`config.mk`:
```
export PLATFORM = sky130hd
export DESIGN_NAME = trs_selector
export DESIGN_NICKNAME = d
export VERILOG_FILES = /design/src/rtl/trs_pkg.sv /design/src/rtl/trs_input_monitor.sv /design/src/rtl/trs_selector.sv
export SDC_FILE = /design/constraint.sdc
export NUM_CORES = 2
export LEC_CHECK = 0
export ABC_AREA = 1
export BUFFER_PORTS_ARGS = -buffer_cell sky130_fd_sc_hd__buf_2
export CAP_MARGIN = 20
export CORE_MARGIN = 2
export CORE_UTILIZATION = 55
export CTS_BUF_LIST = sky130_fd_sc_hd__clkbuf_4 sky130_fd_sc_hd__clkbuf_8 sky130_fd_sc_hd__clkbuf_16
export DETAILED_ROUTE_END_ITERATION = 10
export PLACE_DENSITY = 0.81
export SLEW_MARGIN = 15
export SYNTH_ARGS = -nofsm -noshare
export SYNTH_HDL_FRONTEND = slang
export SYNTH_SLANG_ARGS = --single-unit
```
`constraint.sdc`:
```
create_clock -name sys_clk_in -period 14 [get_ports sys_clk_in]
set_clock_uncertainty 0.2 [all_clocks]
set_input_delay 2.1 -clock sys_clk_in [delete_from_list [all_inputs] [get_ports sys_clk_in]]
set_output_delay 2.1 -clock sys_clk_in [all_outputs]
set_load 0.01 [all_outputs]
```
`src/rtl/trs_pkg.sv`:
```
package trs_pkg;
    localparam int TRS_NUM_INPUTS = 14;
    localparam int TRS_IDX_W = 4;
    localparam logic [TRS_IDX_W-1:0] TRS_NO_REF = 4'hf;
    localparam int TRS_PRIO_W = 4;
    localparam logic [TRS_PRIO_W-1:0] TRS_PRIO_OFF = 4'h0;
    localparam int TRS_CLK_HZ = 40000000;
    localparam int TRS_FRAME_HZ = 8000;
    // activity window: inputs must show a rising edge within this many cycles
    localparam int TRS_ACT_WINDOW = 256;
    localparam int TRS_ACT_W = 9;
    // frequency check: edges counted over one 8kHz period
    localparam int TRS_FRAME_CYCLES = TRS_CLK_HZ / TRS_FRAME_HZ;
    localparam int TRS_FRAME_W = 13;
    localparam int TRS_EDGE_W = 16;
    localparam int TRS_DIV_W = 16;
    localparam int TRS_FREQ_W = 24;
    localparam int TRS_HOLD_SHIFT = 8;
    localparam int TRS_WDT_CYCLES = 64;
    localparam int TRS_WDT_W = 7;
    localparam logic [TRS_IDX_W-1:0] TRS_COMPOSITE_A = 4'h0;
    localparam logic [TRS_IDX_W-1:0] TRS_COMPOSITE_B = 4'h1;

    typedef enum logic [2:0] {
        TRS_FREE_RUN = 3'b001,
        TRS_LOCKED = 3'b010,
        TRS_HOLDOVER = 3'b100
    } trs_state_type;
endpackage : trs_pkg

```
`src/rtl/trs_input_monitor.sv`:
```
`timescale 1ns/1ps
`default_nettype none
// one input: 3-flop sync, activity watch and 8kHz edge count window
module trs_input_monitor (
    input wire logic sys_clk_in,
    input wire logic rst_in,
    input wire logic clk_en_in,
    input wire logic ref_pin_in,
    input wire logic frame_tick_in,
    input wire logic [trs_pkg::TRS_EDGE_W-1:0] edges_min_in,
    input wire logic [trs_pkg::TRS_EDGE_W-1:0] edges_max_in,
    output logic edge_out,
    output logic valid_out
);
    logic s1_q, s2_q, s3_q, last_q;
    logic [trs_pkg::TRS_ACT_W-1:0] idle_q;
    logic [trs_pkg::TRS_EDGE_W-1:0] edges_q;
    logic freq_ok_q;
    wire logic agree_w = (s2_q == s3_q);
    wire logic rise_w = agree_w && s3_q && !last_q;
    wire logic active_w = (idle_q < trs_pkg::TRS_ACT_WINDOW[trs_pkg::TRS_ACT_W-1:0]);
    wire logic in_range_w = (edges_q >= edges_min_in) && (edges_q <= edges_max_in);

    assign edge_out = rise_w;
    assign valid_out = active_w && freq_ok_q;

    always_ff @(posedge sys_clk_in)
    begin
        if (rst_in)
        begin
            s1_q <= 1'b0;
            s2_q <= 1'b0;
            s3_q <= 1'b0;
            last_q <= 1'b0;
            idle_q <= trs_pkg::TRS_ACT_WINDOW[trs_pkg::TRS_ACT_W-1:0];
            edges_q <= '0;
            freq_ok_q <= 1'b0;
        end
        else if (clk_en_in)
        begin
            s1_q <= ref_pin_in;
            s2_q <= s1_q;
            s3_q <= s2_q;
            if (agree_w)
                last_q <= s3_q;
            if (rise_w)
                idle_q <= '0;
            else if (active_w)
                idle_q <= idle_q + 1'b1;
            if (frame_tick_in)
            begin
                freq_ok_q <= in_range_w;
                edges_q <= '0;
            end
            else if (rise_w && edges_q != '1)
                edges_q <= edges_q + 1'b1;
        end
    end
endmodule : trs_input_monitor
`default_nettype wire

```
`src/rtl/trs_selector.sv`:
```
`timescale 1ns/1ps
`default_nettype none
module trs_selector (
    input wire logic sys_clk_in,
    input wire logic rst_in,
    input wire logic clk_en_in,
    input wire logic [trs_pkg::TRS_NUM_INPUTS-1:0] ref_pins_in,
    input wire logic composite_input_a_in,
    input wire logic composite_input_b_in,
    input wire logic composite_enable_in,
    input wire logic [trs_pkg::TRS_NUM_INPUTS*trs_pkg::TRS_PRIO_W-1:0] main_prio_in,
    input wire logic [trs_pkg::TRS_NUM_INPUTS*trs_pkg::TRS_PRIO_W-1:0] aux_prio_in,
    input wire logic [trs_pkg::TRS_NUM_INPUTS*trs_pkg::TRS_DIV_W-1:0] divider_in,
    input wire logic [trs_pkg::TRS_EDGE_W-1:0] edges_min_in,
    input wire logic [trs_pkg::TRS_EDGE_W-1:0] edges_max_in,
    input wire logic revertive_in,
    input wire logic aux_follow_main_in,
    input wire logic aux_measure_in,
    input wire logic aux_measure_phase_in,
    input wire logic [trs_pkg::TRS_IDX_W-1:0] measure_a_in,
    input wire logic [trs_pkg::TRS_IDX_W-1:0] measure_b_in,
    input wire logic [trs_pkg::TRS_FREQ_W-1:0] local_freq_in,
    input wire logic [trs_pkg::TRS_FREQ_W-1:0] main_track_freq_in,
    input wire logic local_osc_clock_in,
    output logic [trs_pkg::TRS_NUM_INPUTS-1:0] valid_out,
    output logic [trs_pkg::TRS_IDX_W-1:0] main_ref_out,
    output logic [trs_pkg::TRS_IDX_W-1:0] aux_ref_out,
    output logic main_tick_out,
    output logic aux_tick_out,
    output logic [2:0] main_state_out,
    output logic [trs_pkg::TRS_FREQ_W-1:0] main_freq_out,
    output logic [trs_pkg::TRS_FREQ_W-1:0] holdover_freq_out,
    output logic [trs_pkg::TRS_FREQ_W-1:0] measure_out,
    output logic osc_fail_out
);
    localparam int N = trs_pkg::TRS_NUM_INPUTS;
    localparam int PW = trs_pkg::TRS_PRIO_W;
    localparam int IW = trs_pkg::TRS_IDX_W;
    localparam int FW = trs_pkg::TRS_FREQ_W;

    logic [N-1:0] pin_w, edge_w, valid_w;
    logic [trs_pkg::TRS_FRAME_W-1:0] frame_q;
    wire logic frame_tick_w = (frame_q == '0);
    // composite receivers take the place of the first two inputs when enabled
    assign pin_w[0] = composite_enable_in ? composite_input_a_in : ref_pins_in[0];
    assign pin_w[1] = composite_enable_in ? composite_input_b_in : ref_pins_in[1];
    assign pin_w[N-1:2] = ref_pins_in[N-1:2];

    always_ff @(posedge sys_clk_in)
    begin
        if (rst_in)
            frame_q <= trs_pkg::TRS_FRAME_W'(trs_pkg::TRS_FRAME_CYCLES - 1);
        else if (clk_en_in)
            frame_q <= frame_tick_w ? trs_pkg::TRS_FRAME_W'(trs_pkg::TRS_FRAME_CYCLES - 1) : frame_q - 1'b1;
    end

    genvar g;
    generate
        for (g = 0; g < N; g++)
        begin : g_mon
            trs_input_monitor u_mon (
                .sys_clk_in(sys_clk_in),
                .rst_in(rst_in),
                .clk_en_in(clk_en_in),
                .ref_pin_in(pin_w[g]),
                .frame_tick_in(frame_tick_w),
                .edges_min_in(edges_min_in),
                .edges_max_in(edges_max_in),
                .edge_out(edge_w[g]),
                .valid_out(valid_w[g])
            );
        end
    endgenerate

    // best valid input per table; priority 1 is highest, 0 disables the entry
    function automatic logic [IW-1:0] best_ref(input logic [N*PW-1:0] table_in, input logic [N-1:0] ok);
        logic [IW-1:0] idx;
        logic [PW-1:0] best;
        logic [PW-1:0] p;
        idx = trs_pkg::TRS_NO_REF;
        best = '1;
        p = '0;
        for (int i = 0; i < N; i++)
        begin
            p = table_in[i*PW +: PW];
            if (ok[i] && p != trs_pkg::TRS_PRIO_OFF && (idx == trs_pkg::TRS_NO_REF || p < best))
            begin
                idx = IW'(i);
                best = p;
            end
        end
        return idx;
    endfunction : best_ref

    wire logic [IW-1:0] main_best_w = best_ref(main_prio_in, valid_w);
    wire logic [IW-1:0] aux_best_w = best_ref(aux_prio_in, valid_w);
    logic [IW-1:0] main_ref_q, aux_ref_q;
    wire logic main_cur_ok_w = (main_ref_q != trs_pkg::TRS_NO_REF) && valid_w[main_ref_q];
    // nonrevertive keeps a still-valid reference even if a better one returns
    wire logic main_take_w = revertive_in || !main_cur_ok_w;
    wire logic [IW-1:0] main_next_w = main_take_w ? main_best_w : main_ref_q;

    trs_pkg::trs_state_type state_q, state_d;
    always_comb
    begin
        state_d = state_q;
        unique case (state_q)
            trs_pkg::TRS_FREE_RUN:
                if (main_next_w != trs_pkg::TRS_NO_REF)
                    state_d = trs_pkg::TRS_LOCKED;
            trs_pkg::TRS_LOCKED:
                if (!main_cur_ok_w)
                    state_d = trs_pkg::TRS_HOLDOVER;
            trs_pkg::TRS_HOLDOVER:
                if (main_next_w != trs_pkg::TRS_NO_REF)
                    state_d = trs_pkg::TRS_LOCKED;
        endcase
    end

    // per-input 8kHz dividers, one tick every programmed count plus one edges
    logic [N-1:0] div_tick_w;
    generate
        for (g = 0; g < N; g++)
        begin : g_div
            logic [trs_pkg::TRS_DIV_W-1:0] cnt_q;
            wire logic [trs_pkg::TRS_DIV_W-1:0] lim_w = divider_in[g*trs_pkg::TRS_DIV_W +: trs_pkg::TRS_DIV_W];
            wire logic wrap_w = cnt_q >= lim_w;
            assign div_tick_w[g] = edge_w[g] && wrap_w;
            always_ff @(posedge sys_clk_in)
            begin
                if (rst_in)
                    cnt_q <= '0;
                else if (clk_en_in && edge_w[g])
                    cnt_q <= wrap_w ? '0 :
                        cnt_q + 1'b1;
            end
        end
    endgenerate

    // aux may follow the main loop; its ticks then come from the main reference
    wire logic [IW-1:0] aux_next_w = aux_follow_main_in ? main_next_w : aux_best_w;
    wire logic main_tick_w = (main_ref_q != trs_pkg::TRS_NO_REF) && div_tick_w[main_ref_q];
    wire logic aux_tick_w = (aux_ref_q != trs_pkg::TRS_NO_REF) && div_tick_w[aux_ref_q];

    // frequency word: local in free-run, tracked when locked, stored in holdover
    logic [FW-1:0] freq_q, hold_q;
    wire logic [FW-1:0] freq_d = (state_q == trs_pkg::TRS_LOCKED) ? main_track_freq_in :
        (state_q == trs_pkg::TRS_HOLDOVER) ? hold_q : local_freq_in;
    // leaky average: slow enough to ride out wander, short glitches barely move it
    wire logic signed [FW+1:0] avg_step_w = ($signed({2'b00, main_track_freq_in}) -
        $signed({2'b00, hold_q})) >>> trs_pkg::TRS_HOLD_SHIFT;

    // measurement: edge count per frame, or cycles between edges of two inputs
    logic [FW-1:0] meas_cnt_q, meas_q;
    logic phase_run_q;
    wire logic edge_a_w = edge_w[measure_a_in];
    wire logic edge_b_w = edge_w[measure_b_in];

    always_ff @(posedge sys_clk_in)
    begin
        if (rst_in)
        begin
            meas_cnt_q <= '0;
            meas_q <= '0;
            phase_run_q <= 1'b0;
        end
        else if (clk_en_in && aux_measure_in)
        begin
            if (!aux_measure_phase_in)
            begin
                if (frame_tick_w)
                begin
                    meas_q <= meas_cnt_q;
                    meas_cnt_q <= '0;
                end
                else if (edge_a_w)
                    meas_cnt_q <= meas_cnt_q + 1'b1;
            end
            else if (edge_a_w)
            begin
                phase_run_q <= 1'b1;
                meas_cnt_q <= '0;
            end
            else if (phase_run_q && edge_b_w)
            begin
                phase_run_q <= 1'b0;
                meas_q <= meas_cnt_q;
            end
            else if (phase_run_q)
                meas_cnt_q <= meas_cnt_q + 1'b1;
        end
    end

    // oscillator watchdog: osc pin must toggle within the window
    logic o1_q, o2_q, o3_q, olast_q;
    logic [trs_pkg::TRS_WDT_W-1:0] wdt_q;
    wire logic osc_agree_w = (o2_q == o3_q);
    wire logic osc_change_w = osc_agree_w && (o3_q != olast_q);
    wire logic wdt_exp_w = (wdt_q >= trs_pkg::TRS_WDT_CYCLES[trs_pkg::TRS_WDT_W-1:0]);

    always_ff @(posedge sys_clk_in)
    begin
        if (rst_in)
        begin
            o1_q <= 1'b0;
            o2_q <= 1'b0;
            o3_q <= 1'b0;
            olast_q <= 1'b0;
            wdt_q <= '0;
            osc_fail_out <= 1'b0;
        end
        else if (clk_en_in)
        begin
            o1_q <= local_osc_clock_in;
            o2_q <= o1_q;
            o3_q <= o2_q;
            if (osc_agree_w)
                olast_q <= o3_q;
            if (osc_change_w)
                wdt_q <= '0;
            else if (!wdt_exp_w)
                wdt_q <= wdt_q + 1'b1;
            osc_fail_out <= wdt_exp_w && !osc_change_w;
        end
    end

    always_ff @(posedge sys_clk_in)
    begin
        if (rst_in)
        begin
            state_q <= trs_pkg::TRS_FREE_RUN;
            main_ref_q <= trs_pkg::TRS_NO_REF;
            aux_ref_q <= trs_pkg::TRS_NO_REF;
            freq_q <= '0;
            hold_q <= '0;
            main_tick_out <= 1'b0;
            aux_tick_out <= 1'b0;
            valid_out <= '0;
        end
        else if (clk_en_in)
        begin
            state_q <= state_d;
            main_ref_q <= main_next_w;
            aux_ref_q <= aux_next_w;
            freq_q <= freq_d;
            if (state_q == trs_pkg::TRS_LOCKED)
                hold_q <= FW'($signed({2'b00, hold_q}) + avg_step_w);
            else if (state_q == trs_pkg::TRS_FREE_RUN)
                hold_q <= local_freq_in;
            main_tick_out <= main_tick_w;
            aux_tick_out <= aux_tick_w;
            valid_out <= valid_w;
        end
    end

    assign main_ref_out = main_ref_q;
    assign aux_ref_out = aux_ref_q;
    assign main_state_out = state_q;
    assign main_freq_out = freq_q;
    assign holdover_freq_out = hold_q;
    assign measure_out = meas_q;
endmodule : trs_selector
`default_nettype wire

```
# After elaboration in Yosys (flattened, before gate mapping)
# Index checks and enable logic that the tools add are counted.
# classes
addsub	47
n_lt_le_gt_ge	87
n_eq_ne	69
muxes	160
reduce_logical	314
# op_table
operator	count
two-way mux 16 bit	42
adder 16 x 1 -> 16 bit (second input constant)	28
>= comparator 16 bit	28
two-way mux 24 bit	14
two-way mux 9 bit	28
<= comparator 16 bit	14
two-way mux 4 bit	56
!= test 16 bit (second input constant)	14
logical AND 1 bit	159
adder 9 x 1 -> 9 bit (second input constant)	14
< comparator 9 bit (second input constant)	14
nonzero test 4 bit	28
== test 4 bit (second input constant)	26
< comparator 4 bit	26
AND reduction 2 bit	46
nonzero test 2 bit	31
logical OR 1 bit	27
subtractor 24 x 24 -> 25 bit	1
adder 24 x 1 -> 24 bit (second input constant)	1
adder 24 x 17 -> 24 bit	1
binary-select mux 1 bit (select 4 bit)	5
< comparator 4 x 5 -> 1 bit (second input constant)	4
logical NOT 1 bit	16
== test 1 bit	15
other kinds (22)	39
# word_totals
regBits	793
inputBits	449
out_inout_bits	100
elab_cells	807

# Depth between registers and ports, before layout
# logic_depth
word_depth	60
depth_mapped	129
depth_no_buf	126

# Cells and area by module
# A second synthesis with hierarchy kept.
# unflattened
cells_unflattened	9427
hier_area_um2	62188.4
# modules_own_cells
module	n_inst	cells_per_inst	area_per_inst_um2	seq_area_each_um2
trs_input_monitor	14	369	2397.3	600.6
trs_selector	1	4261	28626.2	7467.2

# Least setup slack after synthesis
# OpenSTA, ideal clock, no wires.
# synth_path
path_type	input to register
from	input port aux_prio_in[0] in the netlist's numbering
to	register aux_ref_q[0] (netlist: aux_ref_out[0])
setup_ps	115
t_arrival_ps	14398
required_ps	13685
slack_ps	-713
path_stages	88
n_path_buf	3
cell_sequence	o41ai_1 -> nor2_1 -> ha_1 -> a21oi_1 -> o21ai_1 -> nand2_1 -> nand2_1 -> o21ai_0 -> ha_1 -> a21oi_1 -> o21ai_1 -> nand2_1 -> nand2_1 -> o21ai_0 -> ha_1 -> a21oi_1 -> nand2_1 -> nand2_1 -> [52 not listed] -> ha_1 -> a21oi_1 -> nand2_1 -> nand2_1 -> nand2_1 -> buf_2 -> nand2_1 -> o21ai_0 -> ha_1 -> nand2_1 -> inv_1 -> nand2_1 -> nand2_1 -> nand2_1 -> nand2_1 -> nand2_1 -> nand2_1 -> nand2_1
# synth_via
elab_chain_cells	56
word_cells_on_any_way	82
cone_classes	order compare (13); eq/ne (13); mux (28); reduce/logical (28)
# synth_lines
element	line	rtl
start: declaration	trs_selector.sv:12	input wire logic [trs_pkg::TRS_NUM_INPUTS*trs_pkg::TRS_PRIO_W-1:0] aux_prio_in,
nonzero test 4 bit	trs_selector.sv:86	if (ok[i] && p != trs_pkg::TRS_PRIO_OFF && (idx == trs_pkg::TRS_NO_REF || p < best))
logical AND 1 bit	trs_selector.sv:86	
two-way mux 4 bit	trs_selector.sv:86	
< comparator 4 bit or == test 4 bit (tied branches)	trs_selector.sv:86	
logical OR 1 bit	trs_selector.sv:86	
logical AND 1 bit	trs_selector.sv:86	
two-way mux 4 bit	trs_selector.sv:86	
< comparator 4 bit or == test 4 bit (tied branches)	trs_selector.sv:86	
[40 not listed]	n/a	
logical OR 1 bit	trs_selector.sv:86	
logical AND 1 bit	trs_selector.sv:86	
two-way mux 4 bit	trs_selector.sv:86	
< comparator 4 bit or == test 4 bit (tied branches)	trs_selector.sv:86	
logical OR 1 bit	trs_selector.sv:86	
logical AND 1 bit	trs_selector.sv:86	
two-way mux 4 bit *	trs_selector.sv:86	
two-way mux 4 bit *	trs_selector.sv:141	wire logic [IW-1:0] aux_next_w = aux_follow_main_in ? main_next_w : aux_best_w;
end signal: assignment	trs_selector.sv:233	aux_ref_q <= trs_pkg::TRS_NO_REF;
end signal: assignment	trs_selector.sv:244	aux_ref_q <= aux_next_w;
end: declaration	trs_selector.sv:97	logic [IW-1:0] main_ref_q, aux_ref_q;
# Every way passes the cells marked *; elsewhere a longest branch is shown, timed or not.
# A chain may end at the register's enable or synchronous reset.

# Worst setup path after layout
# layout_path
from	input port aux_prio_in[2] in the netlist's numbering
to	register aux_ref_q[2] (netlist: aux_ref_out[2])
# The elaborated chain is that of the path after synthesis.

==> reports/results.ini <==
[yosys]
synth_ff_type=dfxtp_1
synth_nets=9347
ys_top_cells_by_area=dfxtp_1 28%, ha_1 18%, inv_1 9.0%
syn_area_per_cell_um2=7.04
synthAdderAreaFrac=0.184
netlist_area_um2=56700
synthXorXnorAreaFrac=0.0232
yosys-top-cells-count=1354 x inv_1, 1274 x nand2_1, 833 x ha_1, 816 x nor2_1, 793 x dfxtp_1
synthArstFlopShare=0
synthDominantCellAreaShare=0.280
yosys_warnings=0
synth_cells=8064
synth_top_family_by_area=simple AND/OR/NAND/NOR gates
synth-compound-area-share=0.164
ys_seq_elements=793
synthMuxAreaShare=0
ys_types=68
synth-simple-area-share=0.247
synth_edf_count=0
synth_area_leader_cell=dfxtp_1
yosysMostFrequentCell=inv_1
ys_seq_area_frac=0.280

[global_routing]
grt_pass1_wl_um=277000
track_usage=0.321
grt_max_degree=88
overflow=0
grt_pass1_vias=54700
antenna_found_initial=19

[clock_network]
cts_tree=yes
clk_latency_ns=0.68
numCtsBuffers=91
htreeDepth=3
root_buffer=clkbuf_16
cts.sinks=793
postCtsHoldBufs=0
clk_pin_slew_ns=0.06
clockBufferDepth=3

[min_path]
hp-start=g_mon[4].u_mon.idle_q[6]
worst_hold_path_type=flip-flop to flip-flop
worst_hold_path.endpoint=g_mon[4].u_mon.idle_q[6]
hold_depth=2

[floorplanning]
initial_core_util=0.556
die_h_um=325
fp.coreArea_um2=102000
die_w_um=325
die-area_um2=106000
num_rows=117
io_pins=549

[sta]
timing.fmax_ghz=0.0746
fin_crit_ns=13.40
tightestPinTransition_ns=1.26
slew_violations=0
slew_headroom=0.162
finalSetupViolCount=0
period_share=0.957
finalHoldViolCount=0
rsz0062_at_grt=yes

[setup_path]
path_buf_inv=2
rrSetupSlack_ns=1.49
critPathMaxFanout=8
end_kind=flip-flop
slowest_stage=o41ai_4
crit_type=input port to flip-flop
cpLargestDelayFamily=simple AND/OR/NAND/NOR gates
worstReg2RegStart=g_mon[0].u_mon.freq_ok_q
worst_ep_arrival_time_ns=13.77
cp_common_cell=nand2_1
r2r-end=main_state_out[2]
worstRegToRegCells=125
critPathLaunchType=input port
cp.required_ns=14.37
max_stage_delay_ns=0.47

[placement]
dpl_cell_area_um2=62100
dp_cells=10000
dpl.hpwl_um=129000
gp_congestion=0.944
portBuffers=548

[drt]
drc=0
drt-pass1-iter-count=6
drtIter0Drc=4480
via_count=57500
routed_wl_um=177000
wl_per_cell_um=17.3
via_per_inst=5.62
final_antenna_net_count=0

[cells_and_area]
fin_area_um2=66400
final_cells=10200
seq_area_um2=15900
area_growth_pct=17.1
drive_gt1_frac=0.141
multiInputGateArea_um2=35900
nets=10100
fillers=8953

[power_and_ir_drop]
p_per_area_nw_per_um2=85.6
finalPower_mw=5.68
leakagePower_nw=32.3
ir_worst_vdd_mv=0.0951

[status]
status=finished clean

[job]
cap_violations=0

cells in the final DEF, fill, tap and decap left out, types with 206 or more instances in the layout:
cell type,synthesis,final
inv_1,1354,1350
nand2_1,1274,1206
ha_1,833,824
nor2_1,816,809
dfxtp_1,793,793
a21oi_1,584,573
buf_2,2,541
o21ai_0,487,437
nand3_1,419,417
nor3_1,282,280
buf_4,1,206
worst register-to-register path, delay by kind of cell (launching register included):
family / cells / cell delay (ns)
adders and majority gates: 12 / 3.18
and+or+nand+nor: 72 / 5.49
AOI/OAI and AO/OA: 20 / 1.97
DFF: 1 / 0.31
buffers and inverters: 21 / 1.31
per-layer routing:
layer,vias to the layer above,share of wire,track usage
li1,28500,-,-
met1,26600,0.41,0.383
met2,1977,0.46,0.548
met3,551,0.073,0.0547
met4,4,0.057,0.173
met5,-,0.00018,0
how the worst max path moves through the flow:
stage | endpoint | slack, ns | from | cells past startpoint
finish | aux_ref_out[2] | 0.60 | aux_prio_in[2] | 106
global route | aux_ref_out[3] | -0.33 | aux_prio_in[2] | 115
floorplan | main_state_out[2] | -0.11 | main_prio_in[0] | 127
detailed placement | aux_ref_out[2] | -1.10 | aux_prio_in[0] | 90
global placement | aux_ref_out[2] | -0.74 | aux_prio_in[0] | 90
CTS | aux_ref_out[2] | 0.02 | aux_prio_in[0] | 94
kinds of logic (layout without fill, tap and decap cells):
kind of cell | Yosys count | count (layout)
simple gates | 3190 | 3190
xor+xnor | 150 | 150
buf+inv | 1515 | 2306
compound gates | 1582 | 1582
flops | 793 | 793
fa+ha+maj | 834 | 834
other cells | 0 | 19
report_power, final:
group / switching (mW) / internal (mW)
Sequential: 0.0401 / 2.29
Clock: 1.05 / 1.57
Combinational: 0.469 / 0.258
flip-flops by register name, indices dropped and copies added, names as in the netlist, 24 cells and up:
name and count:
g_div.cnt_q 224, g_mon.u_mon.edges_q 224, g_mon.u_mon.idle_q 126, holdover_freq_out 24, main_freq_out 24, meas_cnt_q 24, measure_out 24
what timing repair did:
| action | 4_1_cts | 5_1_grt |
|---|---|---|
| buffers inserted | 0 | 25 |
| gates resized for setup | 26 | 180 |
| pin swaps | 0 | 87 |
| setup endpoints to repair | 4 | 11 |
| endpoints found under the hold margin | 0 | 0 |
stage by stage:
step                setup TNS (ns)  worst slack [ns]   util  hold WS (ns)
floorplan                   -0.242            -0.106      -         0.223
global placement             -2.98            -0.741  0.609         0.232
detailed placement           -7.02             -1.10  0.609         0.242
CTS                              0            0.0211  0.642         0.251
global route                 -2.24            -0.331  0.651         0.272
finish                           0             0.600  0.651         0.250
final cells by class:
class	instances	share of cell area
well taps	1368	0.0258
flip-flops and latches	793	0.239
clock inverters	36	0.00819
multi-input cells	5756	0.541
repair buffers	755	0.0655
diodes	19	0.000716
clock buffers	131	0.0413
inverters	1384	0.0788
No activity file was read; power rests on OpenSTA's default activity.
